<file path="config.mk">
export PLATFORM = sky130hd
export DESIGN_NAME = sysfh_top
export DESIGN_NICKNAME = d
export VERILOG_FILES = /design/src/sysfh_pkg.sv /design/src/sysfh_heartbeat.sv /design/src/sysfh_top.sv
export SDC_FILE = /design/constraint.sdc
export NUM_CORES = 1
export LEC_CHECK = 0
export BUFFER_PORTS_ARGS = -buffer_cell sky130_fd_sc_hd__buf_2
export CORE_ASPECT_RATIO = 1.1
export CORE_MARGIN = 2
export CORE_UTILIZATION = 60
export DETAILED_ROUTE_END_ITERATION = 6
export MAX_ROUTING_LAYER = met4
export PLACE_DENSITY = 0.8
export SLEW_MARGIN = 20
export SYNTH_ARGS = -nofsm -noshare
export SYNTH_HDL_FRONTEND = slang
export SYNTH_HIERARCHICAL = 1
export SYNTH_SLANG_ARGS = --single-unit
</file>
<file path="constraint.sdc">
create_clock -name sys_clk_i -period 5.1 [get_ports sys_clk_i]
set_input_delay 1.02 -clock sys_clk_i [delete_from_list [all_inputs] [get_ports sys_clk_i]]
set_output_delay 1.02 -clock sys_clk_i [all_outputs]
set_load 0.01 [all_outputs]
</file>
<file path="src/sysfh_pkg.sv">
// What this block does
// - balancing hold forces switches off, counters run
// - diagnostic flag reads one only in diagnostic
// - soft reset bit pulses reset, survives it
// - waveform select zero: fault pin static level
// - heartbeat when fault-free, high phase 500 us
// - off-time field picks 500us/1/10/100 ms low
// - silence beyond selected period sets comm-loss flag
package sysfh_pkg;
	localparam int CLK_HZ    = 20_000_000;
	localparam int US_PER_S  = 1_000_000;
	localparam int US_PER_MS = 1000;
	// one enable pulse per microsecond
	localparam int TICK_CYC  = CLK_HZ / US_PER_S;

	localparam int HB_HIGH_US = 500;
	localparam int HB_OFF0_US = 500;
	localparam int HB_OFF1_MS = 1;
	localparam int HB_OFF2_MS = 10;
	localparam int HB_OFF3_MS = 100;
	localparam int COMM0_MS   = 32;
	localparam int COMM1_MS   = 64;
	localparam int COMM2_MS   = 128;
	localparam int COMM3_MS   = 256;
	localparam int CNT_W      = 20;

	localparam int ADDR_W = 7;
	localparam int DATA_W = 16;
	localparam logic [ADDR_W-1:0] ADDR_SETUP_ONE = 7'h03;
	localparam logic [ADDR_W-1:0] ADDR_SETUP_TWO = 7'h04;

	localparam int ONE_DIAG_BIT = 6;
	localparam int ONE_HOLD_BIT = 5;
	localparam int ONE_SRST_BIT = 4;
	localparam int ONE_WAVE_BIT = 3;
	localparam int ONE_OFF_LSB  = 1;
	localparam logic [DATA_W-1:0] ONE_RESET = 16'h1001;
	localparam logic [DATA_W-1:0] ONE_WMASK = 16'hFFAF;

	localparam int TWO_PRIOR_LSB = 10;
	localparam int TWO_TMO_LSB   = 8;
	localparam logic [DATA_W-1:0] TWO_RESET = 16'h0398;
	localparam logic [DATA_W-1:0] TWO_WMASK = 16'h03FF;

	typedef enum logic [2:0] {
		DEV_INIT   = 3'h0,
		DEV_IDLE   = 3'h1,
		DEV_NORMAL = 3'h2,
		DEV_DIAG   = 3'h3,
		DEV_WAKE   = 3'h6,
		DEV_SLEEP  = 3'h7
	} sysfh_dev_state_e;

	typedef struct packed {
		logic              wr;
		logic              rd;
		logic [ADDR_W-1:0] addr;
		logic [DATA_W-1:0] wdata;
	} sysfh_reg_req_s;
endpackage

</file>
<file path="src/sysfh_heartbeat.sv">
`timescale 1ns/1ns
module sysfh_heartbeat #(
	parameter int HIGH_US = sysfh_pkg::HB_HIGH_US,
	parameter int OFF0_US = sysfh_pkg::HB_OFF0_US,
	parameter int OFF1_US = sysfh_pkg::HB_OFF1_MS * sysfh_pkg::US_PER_MS,
	parameter int OFF2_US = sysfh_pkg::HB_OFF2_MS * sysfh_pkg::US_PER_MS,
	parameter int OFF3_US = sysfh_pkg::HB_OFF3_MS * sysfh_pkg::US_PER_MS
) (
	// clock and reset
	input  wire logic       sys_clk_i,
	input  wire logic       reset_i,
	// control
	input  wire logic       tick_i,
	input  wire logic       wave_sel_i,
	input  wire logic [1:0] off_sel_i,
	input  wire logic       fault_i,
	// pin level
	output logic            fault_pin_o
);
	import sysfh_pkg::*;

	typedef enum logic [1:0] {
		HB_HIGH = 2'h1,
		HB_LOW  = 2'h2
	} sysfh_hb_e;

	sysfh_hb_e           phase;
	sysfh_hb_e           next_phase;
	logic [CNT_W-1:0]    cnt;
	logic [CNT_W-1:0]    next_cnt;
	logic                next_pin;

	function automatic logic [CNT_W-1:0] off_limit(input logic [1:0] sel);
		case (sel)
			2'h0:    off_limit = CNT_W'(OFF0_US);
			2'h1:    off_limit = CNT_W'(OFF1_US);
			2'h2:    off_limit = CNT_W'(OFF2_US);
			default: off_limit = CNT_W'(OFF3_US);
		endcase
	endfunction

	wire [CNT_W-1:0] high_lim = CNT_W'(HIGH_US);
	wire [CNT_W-1:0] low_lim  = off_limit(off_sel_i);
	wire             run      = wave_sel_i && !fault_i;
	wire             last_hi  = tick_i && (cnt >= high_lim - CNT_W'(1));
	wire             last_lo  = tick_i && (cnt >= low_lim - CNT_W'(1));

	always_comb begin
		next_phase = phase;
		next_cnt   = cnt;
		if (!run) begin
			// restart from a fresh high phase once the wave resumes
			next_phase = HB_HIGH;
			next_cnt   = '0;
		end else begin
			unique case (phase)
				HB_HIGH: begin
					if (last_hi) begin
						next_phase = HB_LOW;
						next_cnt   = '0;
					end else if (tick_i) begin
						next_cnt = cnt + CNT_W'(1);
					end
				end
				HB_LOW: begin
					if (last_lo) begin
						next_phase = HB_HIGH;
						next_cnt   = '0;
					end else if (tick_i) begin
						next_cnt = cnt + CNT_W'(1);
					end
				end
				default: begin
					next_phase = HB_HIGH;
					next_cnt   = '0;
				end
			endcase
		end
	end

	// static level, fault override, or wave phase
	assign next_pin = !wave_sel_i ? fault_i :
		(fault_i || phase == HB_HIGH);

	always_ff @(posedge sys_clk_i) begin
		if (reset_i) begin
			phase       <= HB_HIGH;
			cnt         <= '0;
			fault_pin_o <= 1'b0;
		end else begin
			phase       <= next_phase;
			cnt         <= next_cnt;
			fault_pin_o <= next_pin;
		end
	end

	chk_high_bound: assert property (@(posedge sys_clk_i) disable iff (reset_i)
		(run && phase == HB_HIGH) |-> cnt < high_lim)
		else $error("heartbeat high phase overran");
	chk_low_bound: assert property (@(posedge sys_clk_i) disable iff (reset_i)
		(run && phase == HB_LOW && $stable(off_sel_i)) |-> cnt < low_lim)
		else $error("heartbeat low phase overran");
	chk_high_ends: assert property (@(posedge sys_clk_i) disable iff (reset_i)
		(run && phase == HB_HIGH && last_hi) |=> (phase == HB_LOW || !$past(run)))
		else $error("heartbeat high phase did not end");
	cov_low_phase: cover property (@(posedge sys_clk_i) disable iff (reset_i)
		run && phase == HB_LOW ##1 phase == HB_HIGH);
endmodule

</file>
<file path="src/sysfh_top.sv">
`timescale 1ns/1ns
module sysfh_top #(
	parameter int NUM_CELLS = 14,
	parameter int TICK_CYC  = sysfh_pkg::TICK_CYC,
	// microseconds that one tick stands for; every time limit is divided by it
	parameter int US_PER_TICK = 1,
	parameter int HIGH_US   = sysfh_pkg::HB_HIGH_US,
	parameter int OFF0_US   = sysfh_pkg::HB_OFF0_US,
	parameter int OFF1_US   = sysfh_pkg::HB_OFF1_MS * sysfh_pkg::US_PER_MS,
	parameter int OFF2_US   = sysfh_pkg::HB_OFF2_MS * sysfh_pkg::US_PER_MS,
	parameter int OFF3_US   = sysfh_pkg::HB_OFF3_MS * sysfh_pkg::US_PER_MS,
	parameter int COMM0_US  = sysfh_pkg::COMM0_MS * sysfh_pkg::US_PER_MS,
	parameter int COMM1_US  = sysfh_pkg::COMM1_MS * sysfh_pkg::US_PER_MS,
	parameter int COMM2_US  = sysfh_pkg::COMM2_MS * sysfh_pkg::US_PER_MS,
	parameter int COMM3_US  = sysfh_pkg::COMM3_MS * sysfh_pkg::US_PER_MS
) (
	// clock and power-on reset
	input  wire logic                          sys_clk_i,
	input  wire logic                          reset_i,
	// register access from the host link
	input  wire sysfh_pkg::sysfh_reg_req_s     reg_req_i,
	output logic [sysfh_pkg::DATA_W-1:0]       reg_rdata_o,
	// device state and events
	input  wire sysfh_pkg::sysfh_dev_state_e   device_state_i,
	input  wire logic                          fault_present_i,
	input  wire logic                          comm_activity_i,
	input  wire logic                          comm_loss_clr_i,
	// balancing switches
	input  wire logic [NUM_CELLS-1:0]          cb_switch_req_i,
	output logic [NUM_CELLS-1:0]               cb_switch_o,
	// outputs
	output logic                               fault_pin_o,
	output logic                               comm_loss_o,
	output logic                               soft_reset_o
);
	import sysfh_pkg::*;

	localparam int TW = $clog2(TICK_CYC + 1);

	logic [DATA_W-1:0]      setup_one;
	logic                   srst_bit;
	logic [DATA_W-1:0]      setup_two;
	sysfh_dev_state_e       last_state;
	sysfh_dev_state_e       prior_state;
	logic [TW-1:0]          tick_cnt;
	logic                   tick;
	logic [CNT_W-1:0]       silence_cnt;
	logic [CNT_W-1:0]       next_silence;
	logic [DATA_W-1:0]      next_rdata;

	function automatic logic [DATA_W-1:0] merge(input logic [DATA_W-1:0] old_v,
		input logic [DATA_W-1:0] new_v, input logic [DATA_W-1:0] mask);
		merge = (old_v & ~mask) | (new_v & mask);
	endfunction

	function automatic logic [CNT_W-1:0] comm_limit(input logic [1:0] sel);
		case (sel)
			2'h0:    comm_limit = CNT_W'(COMM0_US / US_PER_TICK);
			2'h1:    comm_limit = CNT_W'(COMM1_US / US_PER_TICK);
			2'h2:    comm_limit = CNT_W'(COMM2_US / US_PER_TICK);
			default: comm_limit = CNT_W'(COMM3_US / US_PER_TICK);
		endcase
	endfunction

	// decode
	wire wr_one   = reg_req_i.wr && reg_req_i.addr == ADDR_SETUP_ONE;
	wire wr_two   = reg_req_i.wr && reg_req_i.addr == ADDR_SETUP_TWO;
	wire rd_one   = reg_req_i.rd && reg_req_i.addr == ADDR_SETUP_ONE;
	wire rd_two   = reg_req_i.rd && reg_req_i.addr == ADDR_SETUP_TWO;
	wire srst_req = wr_one && reg_req_i.wdata[ONE_SRST_BIT];
	// the soft reset pulse clears the whole block except its own bit and the prior_state/last_state record
	wire core_rst = reset_i || soft_reset_o;

	wire       hold_sel  = setup_one[ONE_HOLD_BIT];
	wire       wave_sel  = setup_one[ONE_WAVE_BIT];
	wire [1:0] off_sel   = setup_one[ONE_OFF_LSB +: 2];
	wire [1:0] tmo_sel   = setup_two[TWO_TMO_LSB +: 2];
	wire       diag_flag = device_state_i == DEV_DIAG;
	wire [CNT_W-1:0] silence_lim = comm_limit(tmo_sel);
	wire       silence_hit = tick && (silence_cnt >= silence_lim - CNT_W'(1));

	wire [DATA_W-1:0] one_view = {setup_one[DATA_W-1:ONE_DIAG_BIT+1], diag_flag,
		setup_one[ONE_HOLD_BIT], srst_bit, setup_one[ONE_SRST_BIT-1:0]};
	wire [DATA_W-1:0] two_view = {setup_two[DATA_W-1:TWO_PRIOR_LSB+3], prior_state,
		setup_two[TWO_PRIOR_LSB-1:0]};

	assign next_rdata = rd_one ? one_view : rd_two ? two_view : '0;
	// activity restarts the window, otherwise it runs once per tick
	assign next_silence = comm_activity_i ? '0 :
		silence_hit ? '0 : tick ? silence_cnt + CNT_W'(1) : silence_cnt;

	always_ff @(posedge sys_clk_i) begin
		if (reset_i) begin
			srst_bit    <= 1'b0;
			prior_state <= DEV_INIT;
			last_state  <= DEV_INIT;
		end else begin
			// survives its own reset pulse, only power-on or a setup_one write with the bit at zero clears it
			if (wr_one) begin
				srst_bit <= reg_req_i.wdata[ONE_SRST_BIT];
			end
			last_state <= device_state_i;
			if (device_state_i != last_state) begin
				prior_state <= last_state;
			end
		end
	end

	always_ff @(posedge sys_clk_i) begin
		if (reset_i) begin
			soft_reset_o <= 1'b0;
		end else begin
			soft_reset_o <= srst_req && !soft_reset_o;
		end
	end

	always_ff @(posedge sys_clk_i) begin
		if (core_rst) begin
			setup_one <= ONE_RESET;
			setup_two <= TWO_RESET;
		end else begin
			if (wr_one) begin
				setup_one <= merge(setup_one, reg_req_i.wdata, ONE_WMASK);
			end
			if (wr_two) begin
				setup_two <= merge(setup_two, reg_req_i.wdata, TWO_WMASK);
			end
		end
	end

	always_ff @(posedge sys_clk_i) begin
		if (core_rst) begin
			tick_cnt <= '0;
			tick     <= 1'b0;
		end else begin
			tick     <= tick_cnt == TW'(TICK_CYC - 1);
			tick_cnt <= (tick_cnt == TW'(TICK_CYC - 1)) ? '0 : tick_cnt + TW'(1);
		end
	end

	always_ff @(posedge sys_clk_i) begin
		if (core_rst) begin
			silence_cnt <= '0;
			comm_loss_o <= 1'b0;
			cb_switch_o <= '0;
			reg_rdata_o <= '0;
		end else begin
			silence_cnt <= next_silence;
			// a timeout in the clearing cycle still sets the flag
			comm_loss_o <= (silence_hit && !comm_activity_i) ||
				(comm_loss_o && !comm_loss_clr_i);
			// switches gated only; balance timers elsewhere keep running
			cb_switch_o <= hold_sel ? '0 : cb_switch_req_i;
			reg_rdata_o <= next_rdata;
		end
	end

	// heartbeat counts ticks, so its limits are given in ticks
	sysfh_heartbeat #(
		.HIGH_US (HIGH_US / US_PER_TICK),
		.OFF0_US (OFF0_US / US_PER_TICK),
		.OFF1_US (OFF1_US / US_PER_TICK),
		.OFF2_US (OFF2_US / US_PER_TICK),
		.OFF3_US (OFF3_US / US_PER_TICK)
	) u_heartbeat (
		.sys_clk_i   (sys_clk_i),
		.reset_i     (core_rst),
		.tick_i      (tick),
		.wave_sel_i  (wave_sel),
		.off_sel_i   (off_sel),
		.fault_i     (fault_present_i),
		.fault_pin_o (fault_pin_o)
	);

	chk_hold_forces_off: assert property (@(posedge sys_clk_i) disable iff (core_rst)
		hold_sel |=> cb_switch_o == '0)
		else $error("balance switch on during hold");
	chk_switch_follows: assert property (@(posedge sys_clk_i) disable iff (core_rst)
		!hold_sel |=> cb_switch_o == $past(cb_switch_req_i))
		else $error("balance switch does not follow request");
	chk_diag_flag_read: assert property (@(posedge sys_clk_i) disable iff (core_rst)
		rd_one |=> reg_rdata_o[ONE_DIAG_BIT] == ($past(device_state_i) == DEV_DIAG))
		else $error("diagnostic flag read wrong");
	chk_srst_single_pulse: assert property (@(posedge sys_clk_i) disable iff (reset_i)
		srst_req && !soft_reset_o |=> soft_reset_o ##1 !soft_reset_o)
		else $error("soft reset not a single pulse");
	chk_srst_bit_kept: assert property (@(posedge sys_clk_i) disable iff (reset_i)
		soft_reset_o |-> srst_bit ##1 srst_bit)
		else $error("soft reset bit lost in its own reset");
	chk_static_level: assert property (@(posedge sys_clk_i) disable iff (core_rst)
		!wave_sel |=> fault_pin_o == $past(fault_present_i))
		else $error("static fault level wrong");
	chk_fault_holds_high: assert property (@(posedge sys_clk_i) disable iff (core_rst)
		(wave_sel && fault_present_i) [*2] |=> fault_pin_o)
		else $error("fault pin not held high on fault");
	chk_prior_recorded: assert property (@(posedge sys_clk_i) disable iff (reset_i)
		(device_state_i != last_state) |=> prior_state == $past(last_state))
		else $error("prior state not recorded");
	chk_silence_sets_loss: assert property (@(posedge sys_clk_i) disable iff (core_rst)
		(silence_hit && !comm_activity_i) |=> comm_loss_o)
		else $error("comm loss flag not set at timeout");
	chk_silence_bound: assert property (@(posedge sys_clk_i) disable iff (core_rst)
		$stable(tmo_sel) |-> silence_cnt < silence_lim)
		else $error("silence counter passed its limit");

	cov_comm_loss: cover property (@(posedge sys_clk_i) disable iff (core_rst)
		!comm_loss_o ##1 comm_loss_o);
	cov_soft_reset: cover property (@(posedge sys_clk_i) disable iff (reset_i)
		soft_reset_o);
	cov_fault_in_wave: cover property (@(posedge sys_clk_i) disable iff (core_rst)
		wave_sel && !fault_present_i ##1 fault_present_i);
	cov_prior_diag: cover property (@(posedge sys_clk_i) disable iff (reset_i)
		prior_state == DEV_DIAG);
endmodule

</file>
# == Yosys cells after proc, flatten, opt, wreduce, memory -nomap -nowiden ==
# Index checks and enable logic that the tools add are counted.
# word_totals
reg_bits,120
in_bits,47
output_inout_bits,33
# op_classes
addsub,5
n_lt_le_gt_ge,3
n_eq_ne,13
mux,12
bitwise,3
reduce_logical,26
# op_table
operator,n
20-bit 2-to-1 mux,3
18-bit one-hot mux with 3 select lines,1
17-bit one-hot mux with 3 select lines,1
20-bit by 1-bit adder with 20-bit output (second input constant),2
20-bit greater-or-equal comparator,2
20-bit one-hot mux with 2 select lines,1
16-bit 2-to-1 mux,2
20-bit by 9-bit greater-or-equal comparator with 1-bit output (second input constant),1
20-bit by 1-bit subtractor with 20-bit output (second input constant),1
17-bit by 1-bit subtractor with 18-bit output (second input constant),1
16-bit by 10-bit OR with 16-bit output,1
7-bit by 16-bit OR with 16-bit output,1
1-bit logical AND,12
7-bit by 2-bit equality test with 1-bit output (second input constant),1
7-bit by 3-bit equality test with 1-bit output (second input constant),1
2-bit by 1-bit equality test with 1-bit output (second input constant),3
2-bit equality test (second input constant),3
2-bit OR reduction,3
5-bit by 1-bit adder with 5-bit output (second input constant),1
5-bit equality test (second input constant),1
1-bit logical NOT,4
2-bit logical NOT,2
2-bit 2-to-1 mux,2
2-bit by 1-bit != test with 1-bit output (second input constant),2
8 further kinds,10

# == Longest topological paths before layout ==
# Gate-level depths: netlist of the first run.
# logic_depth
ltp_word,7
mapped_depth,12
mapped_depth_nobuf,11

# == By module ==
# The synthesis of the first run kept the hierarchy.
# by_module_without_submodules
module,instances,cells_per_inst,area_per_inst_um2
sysfh_top,1,362,3583.4
sysfh_heartbeat,1,190,1662.8

# == Worst setup path after synthesis of the first run ==
# Ideal clock, no wire load.
# synth_path
path_kind,input-to-reg
startpoint,in reset_i
endpoint,reg u_heartbeat.cnt[0]
arrival_ps,2421
t_required_ps,5021
setup_slack_ps,2601
stages,7
n_path_buf,2
cell_sequence,nor2_1 > clkinv_1 > clkbuf_1 > nor3b_1 > nand2b_1 > clkbuf_1 > nor3_1
# synth_between
elab_chain_cells,2
# synth_rtl
item,line,text
start: declaration,sysfh_top.sv:19,"input wire logic reset_i,"
1-bit logical OR,sysfh_top.sv:72,wire core_rst = reset_i || soft_reset_o;
via core_rst,sysfh_top.sv:72,
2-bit OR reduction (no line),n/a,
end signal: assignment,sysfh_heartbeat.sv:92,cnt <= next_cnt;
end: declaration,sysfh_heartbeat.sv:29,logic [CNT_W-1:0] cnt;
# The timed path passes the listed nets, and every way through them passes these cells.
# A chain may end at the register's enable or synchronous reset.

# == Worst setup path after layout of the first run ==
# layout_path
startpoint,in reset_i
endpoint,reg u_heartbeat.cnt[15]
# layout_between
elab_chain_cells,2
# layout_rtl
item,line
1-bit logical OR,sysfh_top.sv:72
2-bit OR reduction (no line),n/a
# No other way between the ends.

==> impl_metrics.json, run 1 <==
{
  "path_delay_family": "simple AND/OR/NAND/NOR gates",
  "grt_usage": 0.248,
  "slowest_stage": "nor2_1",
  "finalSetupViolCount": 0,
  "synth-seq-area-share": 0.427,
  "utilization": 0.703,
  "ys_warn_count": 6,
  "crit_required_ns": 5.38,
  "arrival_ns": 3.21,
  "timing.fmax_ghz": 0.342,
  "whs_path_depth": 2,
  "htreeDepth": 3,
  "port_buffers": 79,
  "antenna_found_initial": 0,
  "path_clk_slew_ns": 0.12,
  "die_area_um2": 9510,
  "core_um2": 8450,
  "slew_headroom": 0.300,
  "path_depth": 6,
  "cts_tree": "built",
  "dp_hpwl_um": 7990,
  "grt_pass1_vias": 4071,
  "crit_chain": "buf_2, nor2_1, clkinv_1, nor3b_1, nand2b_1, nor3_1",
  "num_antenna_cells": 0,
  "fin_setup_tns_ns": 0,
  "finalCriticalPeriod_ns": 2.93,
  "synth_edf_count": 0,
  "cts_root_buffer": "clkbuf_8",
  "drt_pass1_iterations": 4,
  "die_y_um": 102,
  "max-cap-violations": 0,
  "areaGrowthSynthToFinish_pct": 13.3,
  "initial_utilization": 0.621,
  "layout-drive-gt1-share": 0.178,
  "hold_class": "reg2reg",
  "grt_pass1_wl_um": 18300,
  "fin_nets": 718,
  "rsz0062_at_grt": "no",
  "worst_pin_slew_ns": 1.05,
  "cts_setup_buffers": 0,
  "syn_area_um2": 5250,
  "crit_path_end_kind": "register",
  "netlist_instances": 552,
  "ir_drop_mv": 0.175,
  "p_leak_nw": 2.63,
  "ys_types": 51,
  "hold_viol_final": 0,
  "powerDensity_nw_per_um2": 259,
  "drc_errors": 0,
  "cts_buffer_depth": 2,
  "cts_buffers": 9,
  "reg2reg_depth": 9,
  "worstPathMaxFanout": 20,
  "crit_type": "in2reg",
  "synth_top_flop_cell": "dfxtp_1",
  "grt_max_degree": 37,
  "final.period_utilization": 0.574,
  "crit_buf_inv": 2,
  "drt_iter0_drc": 144,
  "syn_avg_cell_area_um2": 9.50,
  "report.final.slew_viol_count": 0,
  "drt_wl_total_um": 10900,
  "outcome": "finished clean",
  "clock_skew_ns": 0.0213,
  "post_drt_wl_per_cell_um": 14.7,
  "cts_hold_buf": 0,
  "gp_congestion": 0.813,
  "cts_resized": 0,
  "cts.sinks": 112,
  "die_w_um": 93.2,
  "critical-path-max-stage-delay_ns": 0.63,
  "clk_latency_ns": 0.38,
  "io_pins": 80,
  "num_vias": 4153,
  "cp-start-kind": "input port",
  "synth-seq-cells": 112,
  "row_count": 35,
  "vias_per_cell": 5.60,
  "grt_overflow": 0,
  "ant_nets": 0,
  "async_flop_share": 0
}
-- Yosys cell counts, types with 2 or more instances --
cell | count | area share
dfxtp_1 | 112 | 0.43
nor2_1 | 57 | 0.041
ha_1 | 46 | 0.11
nor3_1 | 38 | 0.036
mux2i_1 | 31 | 0.059
nand2_1 | 28 | 0.020
xnor2_1 | 22 | 0.037
inv_1 | 19 | 0.014
and2_1 | 17 | 0.020
nand3_1 | 17 | 0.016
xor2_1 | 16 | 0.027
a21oi_1 | 15 | 0.014
nand4_1 | 15 | 0.018
clkbuf_1 | 14 | 0.010
a22oi_1 | 13 | 0.019
o21ai_0 | 10 | 0.0095
nor4_1 | 7 | 0.0083
a211oi_1 | 6 | 0.0086
and3_1 | 6 | 0.0072
or3_1 | 6 | 0.0072
buf_2 | 5 | 0.0048
nor3_2 | 5 | 0.0095
and4_1 | 4 | 0.0067
nor2b_1 | 3 | 0.0036
o211ai_1 | 3 | 0.0043
a21boi_0 | 2 | 0.0029
a21o_1 | 2 | 0.0029
buf_1 | 2 | 0.0014
buf_4 | 2 | 0.0029
nand2b_1 | 2 | 0.0024
nand4_4 | 2 | 0.0081
nand4b_1 | 2 | 0.0033
nor3b_1 | 2 | 0.0029
nor4b_1 | 2 | 0.0033
o21a_1 | 2 | 0.0029
o22ai_1 | 2 | 0.0024
-- per-stage QoR --
stage	hold slack (ns)	power, mW	instance area, um2	std cells	setup slack (ns)
3_5_place_dp	0.447	0.975	5710	725	1.77
6_report	0.467	1.54	5940	741	2.17
4_1_cts	0.465	1.55	5940	741	2.16
2_1_floorplan	0.418	0.942	5260	555	2.60
5_1_grt	0.506	1.60	5940	741	1.85
3_3_place_gp	0.434	0.973	5710	725	1.86
-- kinds of logic (layout without fill, tap and decap cells) --
group,Yosys count,count (layout),synth area share
AOI/OAI and AO/OA,61,61,0.0773
xor gates and xnor gates,38,38,0.0634
adders and majority gates,46,46,0.110
buffers and inverters,43,118,0.0334
DFF,112,112,0.427
muxes,31,31,0.0591
other,1,4,0.000715
and+or+nand+nor,220,220,0.229
-- flip-flops by register name (all words and copies together), names as in the netlist, 2 cells and up --
register and cells:
setup_two 10, prior_state 3, last_state 3, silence_cnt 20, u_heartbeat/phase 2, u_heartbeat/cnt 20
cb_switch_o 14, tick_cnt 5, reg_rdata_o 16, setup_one 14
-- worst reg2reg max path, cell delays in order, from the launching register on --
cell	delay, ns
dfxtp_1	0.46
inv_1	0.13
ha_1	0.22
ha_1	0.18
a21boi_0	0.13
ha_1	0.31
nand3_1	0.09
nor4_1	0.33
o21a_1	0.69
nor3_1	0.17
-- layout by cell type, fill, tap and decap left out, types with 3 or more instances in the layout --
cell type / count
a21oi_1: 15
and2_1: 17
inv_1: 19
and4_1: 4
buf_2: 79
xor2_1: 16
mux2i_1: 31
nand3_1: 17
nor3_1: 38
o21ai_0: 10
a22oi_1: 13
conb_1: 4
dfxtp_1: 112
clkbuf_8: 9
nor4_1: 7
nor3_2: 5
nand4_1: 15
xnor2_1: 22
buf_4: 3
inv_8: 3
ha_1: 46
o211ai_1: 3
a211oi_1: 6
nor2_1: 57
nand2_1: 28
or3_1: 6
and3_1: 6
nor2b_1: 3
-- area by class of cell --
type                       count  area (um2)
sequential                   112        2240
clock inverter                 7         105
clock buffer                   9         124
fill                         666        2510
timing repair buffer          82         418
multi-input combinational    400        2840
tap                          111         139
inverter                      20        75.1
-- per-layer routing --
metal  global-route usage  vias to the layer above  part of all wire  routed length, um
li1                     -                     2089                 -                  -
met1                0.292                     1952              0.44               4800
met2                0.425                       91              0.50               5500
met3               0.0428                       21             0.036                393
met4               0.0928                        0             0.020                216
met5                    -                        -                 0                  0
-- worst paths after layout --
check,from,to,slack (ns)
max,reset_i,u_heartbeat/cnt[15],2.17
min,setup_two[6],reg_rdata_o[6],0.47
max reg2reg,setup_two[8],silence_cnt[10],2.25
min reg2reg,setup_two[6],reg_rdata_o[6],0.47
-- power breakdown --
| part | internal (mW) | switching, mW |
|---|---|---|
| Clock | 0.248 | 0.337 |
| Sequential | 0.886 | 0.00504 |
| Combinational | 0.0307 | 0.0339 |
Note: power is estimated with default switching activity, not from simulation.
==> run 2, diff against run 1 <==
--- a/config.mk
+++ b/config.mk
@@ -8,10 +8,10 @@
 export BUFFER_PORTS_ARGS = -buffer_cell sky130_fd_sc_hd__buf_2
 export CORE_ASPECT_RATIO = 1.1
 export CORE_MARGIN = 2
-export CORE_UTILIZATION = 60
+export CORE_UTILIZATION = 51
 export DETAILED_ROUTE_END_ITERATION = 6
 export MAX_ROUTING_LAYER = met4
-export PLACE_DENSITY = 0.8
+export PLACE_DENSITY = 0.72
 export SLEW_MARGIN = 20
 export SYNTH_ARGS = -nofsm -noshare
 export SYNTH_HDL_FRONTEND = slang
==> constraint.sdc (replaced) <==
create_clock -name sys_clk_i -period 2.56 [get_ports sys_clk_i]
set_input_delay 0.512 -clock sys_clk_i [delete_from_list [all_inputs] [get_ports sys_clk_i]]
set_output_delay 0.512 -clock sys_clk_i [all_outputs]
set_load 0.01 [all_outputs]
==> impl_metrics.json, run 2 (synthesized netlist as in run 1, its figures left out) <==
{
  "layout-drive-gt1-share": 0.204,
  "report.final.slew_viol_count": 0,
  "cts.sinks": 112,
  "min_from": "cb_switch_req_i[11]",
  "drt_iter0_drc": 150,
  "crit_required_ns": 2.82,
  "cts_buffer_depth": 2,
  "num_antenna_cells": 0,
  "die_area_um2": 11100,
  "clock_skew_ns": 0.0208,
  "cp-start-kind": "register",
  "design_area_um2": 6050,
  "grt_pass1_wl_um": 18100,
  "num_vias": 4118,
  "drt_pass1_iterations": 5,
  "timing.fmax_ghz": 0.400,
  "crit_chain": "buf_4, ha_1, inv_1, ha_1, nand4_1, nor3_1, o211ai_1, a21oi_2, buf_4, nor3_1",
  "finalCriticalPeriod_ns": 2.50,
  "hold_class": "in2reg",
  "clk_latency_ns": 0.39,
  "grt_max_degree": 25,
  "areaGrowthSynthToFinish_pct": 15.4,
  "drc_errors": 0,
  "crit_buf_inv": 3,
  "cts_tree": "built",
  "htreeDepth": 3,
  "arrival_ns": 2.76,
  "layout_commonest_cell": "dfxtp_1",
  "row_count": 38,
  "drt_wl_total_um": 10800,
  "initial_utilization": 0.528,
  "top_regs": "silence_cnt (20), u_heartbeat/cnt (20), reg_rdata_o (16)",
  "slowest_stage": "dfxtp_1",
  "critical-path-max-stage-delay_ns": 0.40,
  "grt_usage": 0.208,
  "grt_pass1_vias": 4047,
  "hold_viol_final": 0,
  "ant_nets": 0,
  "ir_drop_mv": 0.429,
  "gp_congestion": 0.935,
  "reg2reg_depth": 10,
  "max-cap-violations": 0,
  "r2r_end": "u_heartbeat/cnt[0]",
  "vias_per_cell": 5.41,
  "whs_path_depth": 2,
  "slew_headroom": 0.611,
  "dp_hpwl_um": 8100,
  "post_drt_wl_per_cell_um": 14.2,
  "antenna_found_initial": 0,
  "core_um2": 9940,
  "fin_ws_ns": 0.0580,
  "cts_hold_buf": 0,
  "utilization": 0.609,
  "path_delay_family": "adder cells",
  "dp_cells": 744,
  "finalSetupViolCount": 0,
  "final.period_utilization": 0.977,
  "cts_root_buffer": "clkbuf_8",
  "crit_type": "reg2reg",
  "crit_path_end_kind": "register",
  "port_buffers": 79,
  "die_w_um": 101,
  "die_y_um": 110,
  "layout_common_cells": "dfxtp_1, buf_2, nor2_1",
  "placed_cell_area_um2": 5810,
  "r2r_slack_ns": 0.06,
  "holdPathEnd": "cb_switch_o[11]",
  "reg2reg_from": "setup_one[2]",
  "p_leak_nw": 2.67,
  "worstPathMaxFanout": 10,
  "cts_buffers": 9,
  "outcome": "finished clean",
  "worst_pin_slew_ns": 0.582,
  "grt_overflow": 0,
  "powerDensity_nw_per_um2": 487,
  "path_clk_slew_ns": 0.12,
  "io_pins": 80,
  "fin_cells": 761,
  "fin_nets": 729,
  "post-place-ws_ns": -0.0802
}
run 2: changes by cell type in the layout (fill, tap and decap cells not counted), moves of 2 or more:
cell / previous run / this run
a21oi_2: 0 / 2
dfxtp_1: 112 / 110
clkinvlp_4: 0 / 2
clkinv_8: 2 / 4
buf_4: 3 / 12
dfxtp_2: 0 / 2
a21oi_1: 15 / 13
inv_8: 3 / 0
inv_2: 0 / 2
inv_1: 19 / 17
run 2: worst max path at each step:
| stage | endpoint | slack (ns) | start | cells past startpoint |
|---|---|---|---|---|
| 5_1_grt | u_heartbeat/cnt[7] | -0.05 | setup_one[2] | 10 |
| 3_5_place_dp | u_heartbeat/cnt[15] | -0.08 | setup_one[1] | 11 |
| 6_report | u_heartbeat/cnt[0] | 0.06 | setup_one[2] | 10 |
| 2_1_floorplan | silence_cnt[0] | 0.26 | setup_two[8] | 10 |
| 3_3_place_gp | u_heartbeat/cnt[17] | 0.07 | setup_one[1] | 11 |
| 4_1_cts | u_heartbeat/cnt[0] | 0.03 | setup_one[1] | 11 |
run 2: area by class of cell:
class,count,area [um2]
repair buffers,93,517
flip-flops and latches,112,2240
multi-input cells,400,2860
inverters,20,75.1
fillers,852,3880
well taps,120,150
clock buffers,9,124
clock inverters,7,88.8
run 2: through the flow:
step / total power [mW] / hold WS, ns / setup TNS (ns)
6_report: 2.95 / 0.310 / 0
5_1_grt: 3.08 / 0.298 / -0.673
4_1_cts: 2.99 / 0.290 / 0
3_5_place_dp: 1.95 / 0.452 / -1.46
3_3_place_gp: 1.94 / 0.431 / 0
2_1_floorplan: 1.88 / 0.418 / 0
run 2: worst register-to-register path, stage by stage, from the launching register on:
cell,delay [ns]
dfxtp_1,0.40
buf_4,0.16
ha_1,0.24
inv_1,0.09
ha_1,0.32
nand4_1,0.10
nor3_1,0.31
o211ai_1,0.19
a21oi_2,0.28
buf_4,0.23
nor3_1,0.07
run 2: power by group:
part	switching [mW]	internal (mW)	total, mW
Sequential	0.00959	1.76	1.77
Combinational	0.0682	0.0641	0.132
Clock	0.656	0.389	1.05
run 2: what timing repair did:
item                                    4_1_cts  5_1_grt
endpoints found under the hold margin         0        0
setup buffers                                 0        1
cloned                                        0        0
gates resized for setup                       2        7
pin swaps                                     0        2
endpoints found under the setup margin       20       41
run 2: routing by layer:
metal | track usage | vias to the layer above | wire [um] | share of wire
met5 | - | - | 0 | 0
met3 | 0.0454 | 10 | 424 | 0.039
li1 | - | 2102 | - | -
met2 | 0.370 | 77 | 5650 | 0.52
met4 | 0.0636 | 0 | 117 | 0.011
met1 | 0.235 | 1929 | 4630 | 0.43
==> run 3, diff against run 2 <==
--- a/config.mk
+++ b/config.mk
@@ -8,12 +8,11 @@
 export BUFFER_PORTS_ARGS = -buffer_cell sky130_fd_sc_hd__buf_2
 export CORE_ASPECT_RATIO = 1.1
 export CORE_MARGIN = 2
-export CORE_UTILIZATION = 51
+export CORE_UTILIZATION = 30
 export DETAILED_ROUTE_END_ITERATION = 6
 export MAX_ROUTING_LAYER = met4
-export PLACE_DENSITY = 0.72
+export PLACE_DENSITY = 0.45
 export SLEW_MARGIN = 20
 export SYNTH_ARGS = -nofsm -noshare
 export SYNTH_HDL_FRONTEND = slang
-export SYNTH_HIERARCHICAL = 1
 export SYNTH_SLANG_ARGS = --single-unit
==> impl_metrics.json, run 3 <==
{
  "core_um2": 17000,
  "grt_pass1_vias": 4185,
  "areaGrowthSynthToFinish_pct": 27.7,
  "crit_type": "reg2reg",
  "hold_viol_final": 0,
  "die_w_um": 129,
  "layout_common_cells": "dfxtp_1, buf_2, nor2_1",
  "ir_drop_mv": 0.294,
  "num_vias": 4197,
  "p_leak_nw": 2.81,
  "fin_nets": 774,
  "row_count": 50,
  "post-place-ws_ns": -0.644,
  "crit_path_frequent_cell": "ha_4",
  "grt_pass1_wl_um": 20200,
  "synth_edf_count": 0,
  "yosysTopAreaCell": "dfxtp_1",
  "arrival_ns": 3.40,
  "placed_cell_area_um2": 6110,
  "crit_path_end_kind": "register",
  "violations": "negative setup slack",
  "clock_skew_ns": 0.00778,
  "whs_path_depth": 2,
  "ys_warn_count": 0,
  "async_flop_share": 0,
  "cts_buffer_depth": 2,
  "grt_usage": 0.143,
  "synth-seq-area-share": 0.433,
  "powerDensity_nw_per_um2": 512,
  "gp_congestion": 0.849,
  "crit_required_ns": 2.80,
  "ys_types": 56,
  "reg2reg_from": "setup_one[1]",
  "grt_overflow": 0,
  "cts.sinks": 112,
  "r2r_slack_ns": -0.59,
  "cts_root_buffer": "clkbuf_16",
  "timing.fmax_ghz": 0.317,
  "layout-drive-gt1-share": 0.276,
  "outcome": "finished with violations",
  "clk_latency_ns": 0.36,
  "yosys-top-cells-area": "dfxtp_1, ha_1, nor2_1",
  "cts_hold_buf": 0,
  "fin_setup_tns_ns": -11.77,
  "layout_commonest_cell": "dfxtp_1",
  "worstPathMaxFanout": 4,
  "syn_avg_cell_area_um2": 9.13,
  "grt_max_degree": 38,
  "critical-path-max-stage-delay_ns": 0.59,
  "synth_top_flop_cell": "dfxtp_1",
  "drc_errors": 0,
  "antenna_found_initial": 2,
  "path_clk_slew_ns": 0.08,
  "holdPathEnd": "cb_switch_o[12]",
  "finalCriticalPeriod_ns": 3.15,
  "slowest_stage": "or4_4",
  "hold_class": "in2reg",
  "report.final.slew_viol_count": 0,
  "die_y_um": 142,
  "ant_nets": 0,
  "fin_hold_ws_ns": 0.356,
  "htreeDepth": 3,
  "ys_top_cells_by_count": "dfxtp_1, nor2_1, nand2_1",
  "synth-seq-cells": 112,
  "path_delay_family": "simple AND/OR/NAND/NOR gates",
  "drt_iter0_drc": 122,
  "dp_hpwl_um": 8840,
  "final.period_utilization": 1.23,
  "min_from": "cb_switch_req_i[12]",
  "design_area_um2": 6610,
  "post_drt_wl_per_cell_um": 13.1,
  "synth_most_common_cell": "dfxtp_1",
  "fin_cells": 922,
  "cts_buffers": 9,
  "reg2reg_depth": 14,
  "crit_chain": "inv_4, ha_4, inv_2, ha_4, nand3_2, mux2_4, o31ai_4, ha_4, and3_4, a221oi_2, nor3_1, or4_4, nor2b_4, o221a_2",
  "io_pins": 80,
  "die_area_um2": 18300,
  "drt_wl_total_um": 12100,
  "vias_per_cell": 4.55,
  "syn_area_um2": 5180,
  "yosys.area.top_type_share": 0.433,
  "worst_pin_slew_ns": 0.685,
  "top_regs": "silence_cnt (20), u_heartbeat.cnt (20), reg_rdata_o (16)",
  "port_buffers": 79,
  "finalSetupViolCount": 22,
  "rsz0062_at_grt": "yes",
  "drt_pass1_iterations": 4,
  "cp-start-kind": "register",
  "fin_ws_ns": -0.595,
  "utilization": 0.390,
  "netlist_instances": 567,
  "finalPower_mw": 3.39,
  "slew_headroom": 0.539,
  "initial_utilization": 0.305,
  "r2r_end": "u_heartbeat.phase[1]",
  "crit_buf_inv": 2,
  "cts_tree": "built",
  "dp_cells": 900,
  "max-cap-violations": 0
}
run 3: logic make-up after synthesis:
group	share of synthesized area
XOR/XNOR	0.0677
multiplexers	0.0292
flip-flops	0.433
AND/OR/NAND/NOR	0.232
other	0.000724
buffers and inverters	0.0348
AO/OA/AOI/OAI	0.0911
adder cells (fa/ha/maj)	0.111
run 3: how the worst max path moves through the flow:
stage | from | end | cells past startpoint
after global routing | setup_one[1] | u_heartbeat.phase[1] | 14
after floorplan | setup_one[2] | u_heartbeat.phase[1] | 14
after detailed placement | setup_one[2] | u_heartbeat.phase[0] | 14
after global placement | setup_one[2] | u_heartbeat.phase[1] | 14
final | setup_one[1] | u_heartbeat.phase[1] | 14
after CTS | setup_one[1] | u_heartbeat.phase[1] | 14
run 3: layout make-up:
class,instances,area (um2)
Antenna cell,2,5.00
Clock buffer,10,239
Clock inverter,6,73.8
Fill cell,1701,10300
Inverter,18,72.6
Multi-Input combinational cell,419,2960
Sequential cell,112,2260
Tap cell,234,293
Timing Repair Buffer,121,711
run 3: report_power, final:
| group | switching, mW | total, mW | internal [mW] |
|---|---|---|---|
| Sequential | 0.00983 | 1.77 | 1.76 |
| Combinational | 0.0721 | 0.142 | 0.0694 |
| Clock | 0.677 | 1.48 | 0.799 |
| Total | 0.759 | 3.39 | 2.63 |
run 3: metal layers:
layer	GRT usage	vias up	share of wire
met5	-	-	0
met4	0.0572	0	0.019
met3	0.0339	15	0.046
met2	0.230	85	0.47
met1	0.173	1929	0.47
li1	-	2168	-
run 3: repair_timing:
item	in CTS	in global routing
endpoints found under the setup margin	40	40
gates resized for setup	8	21
pin swaps	8	9
cloned	1	0
buffers inserted	0	3
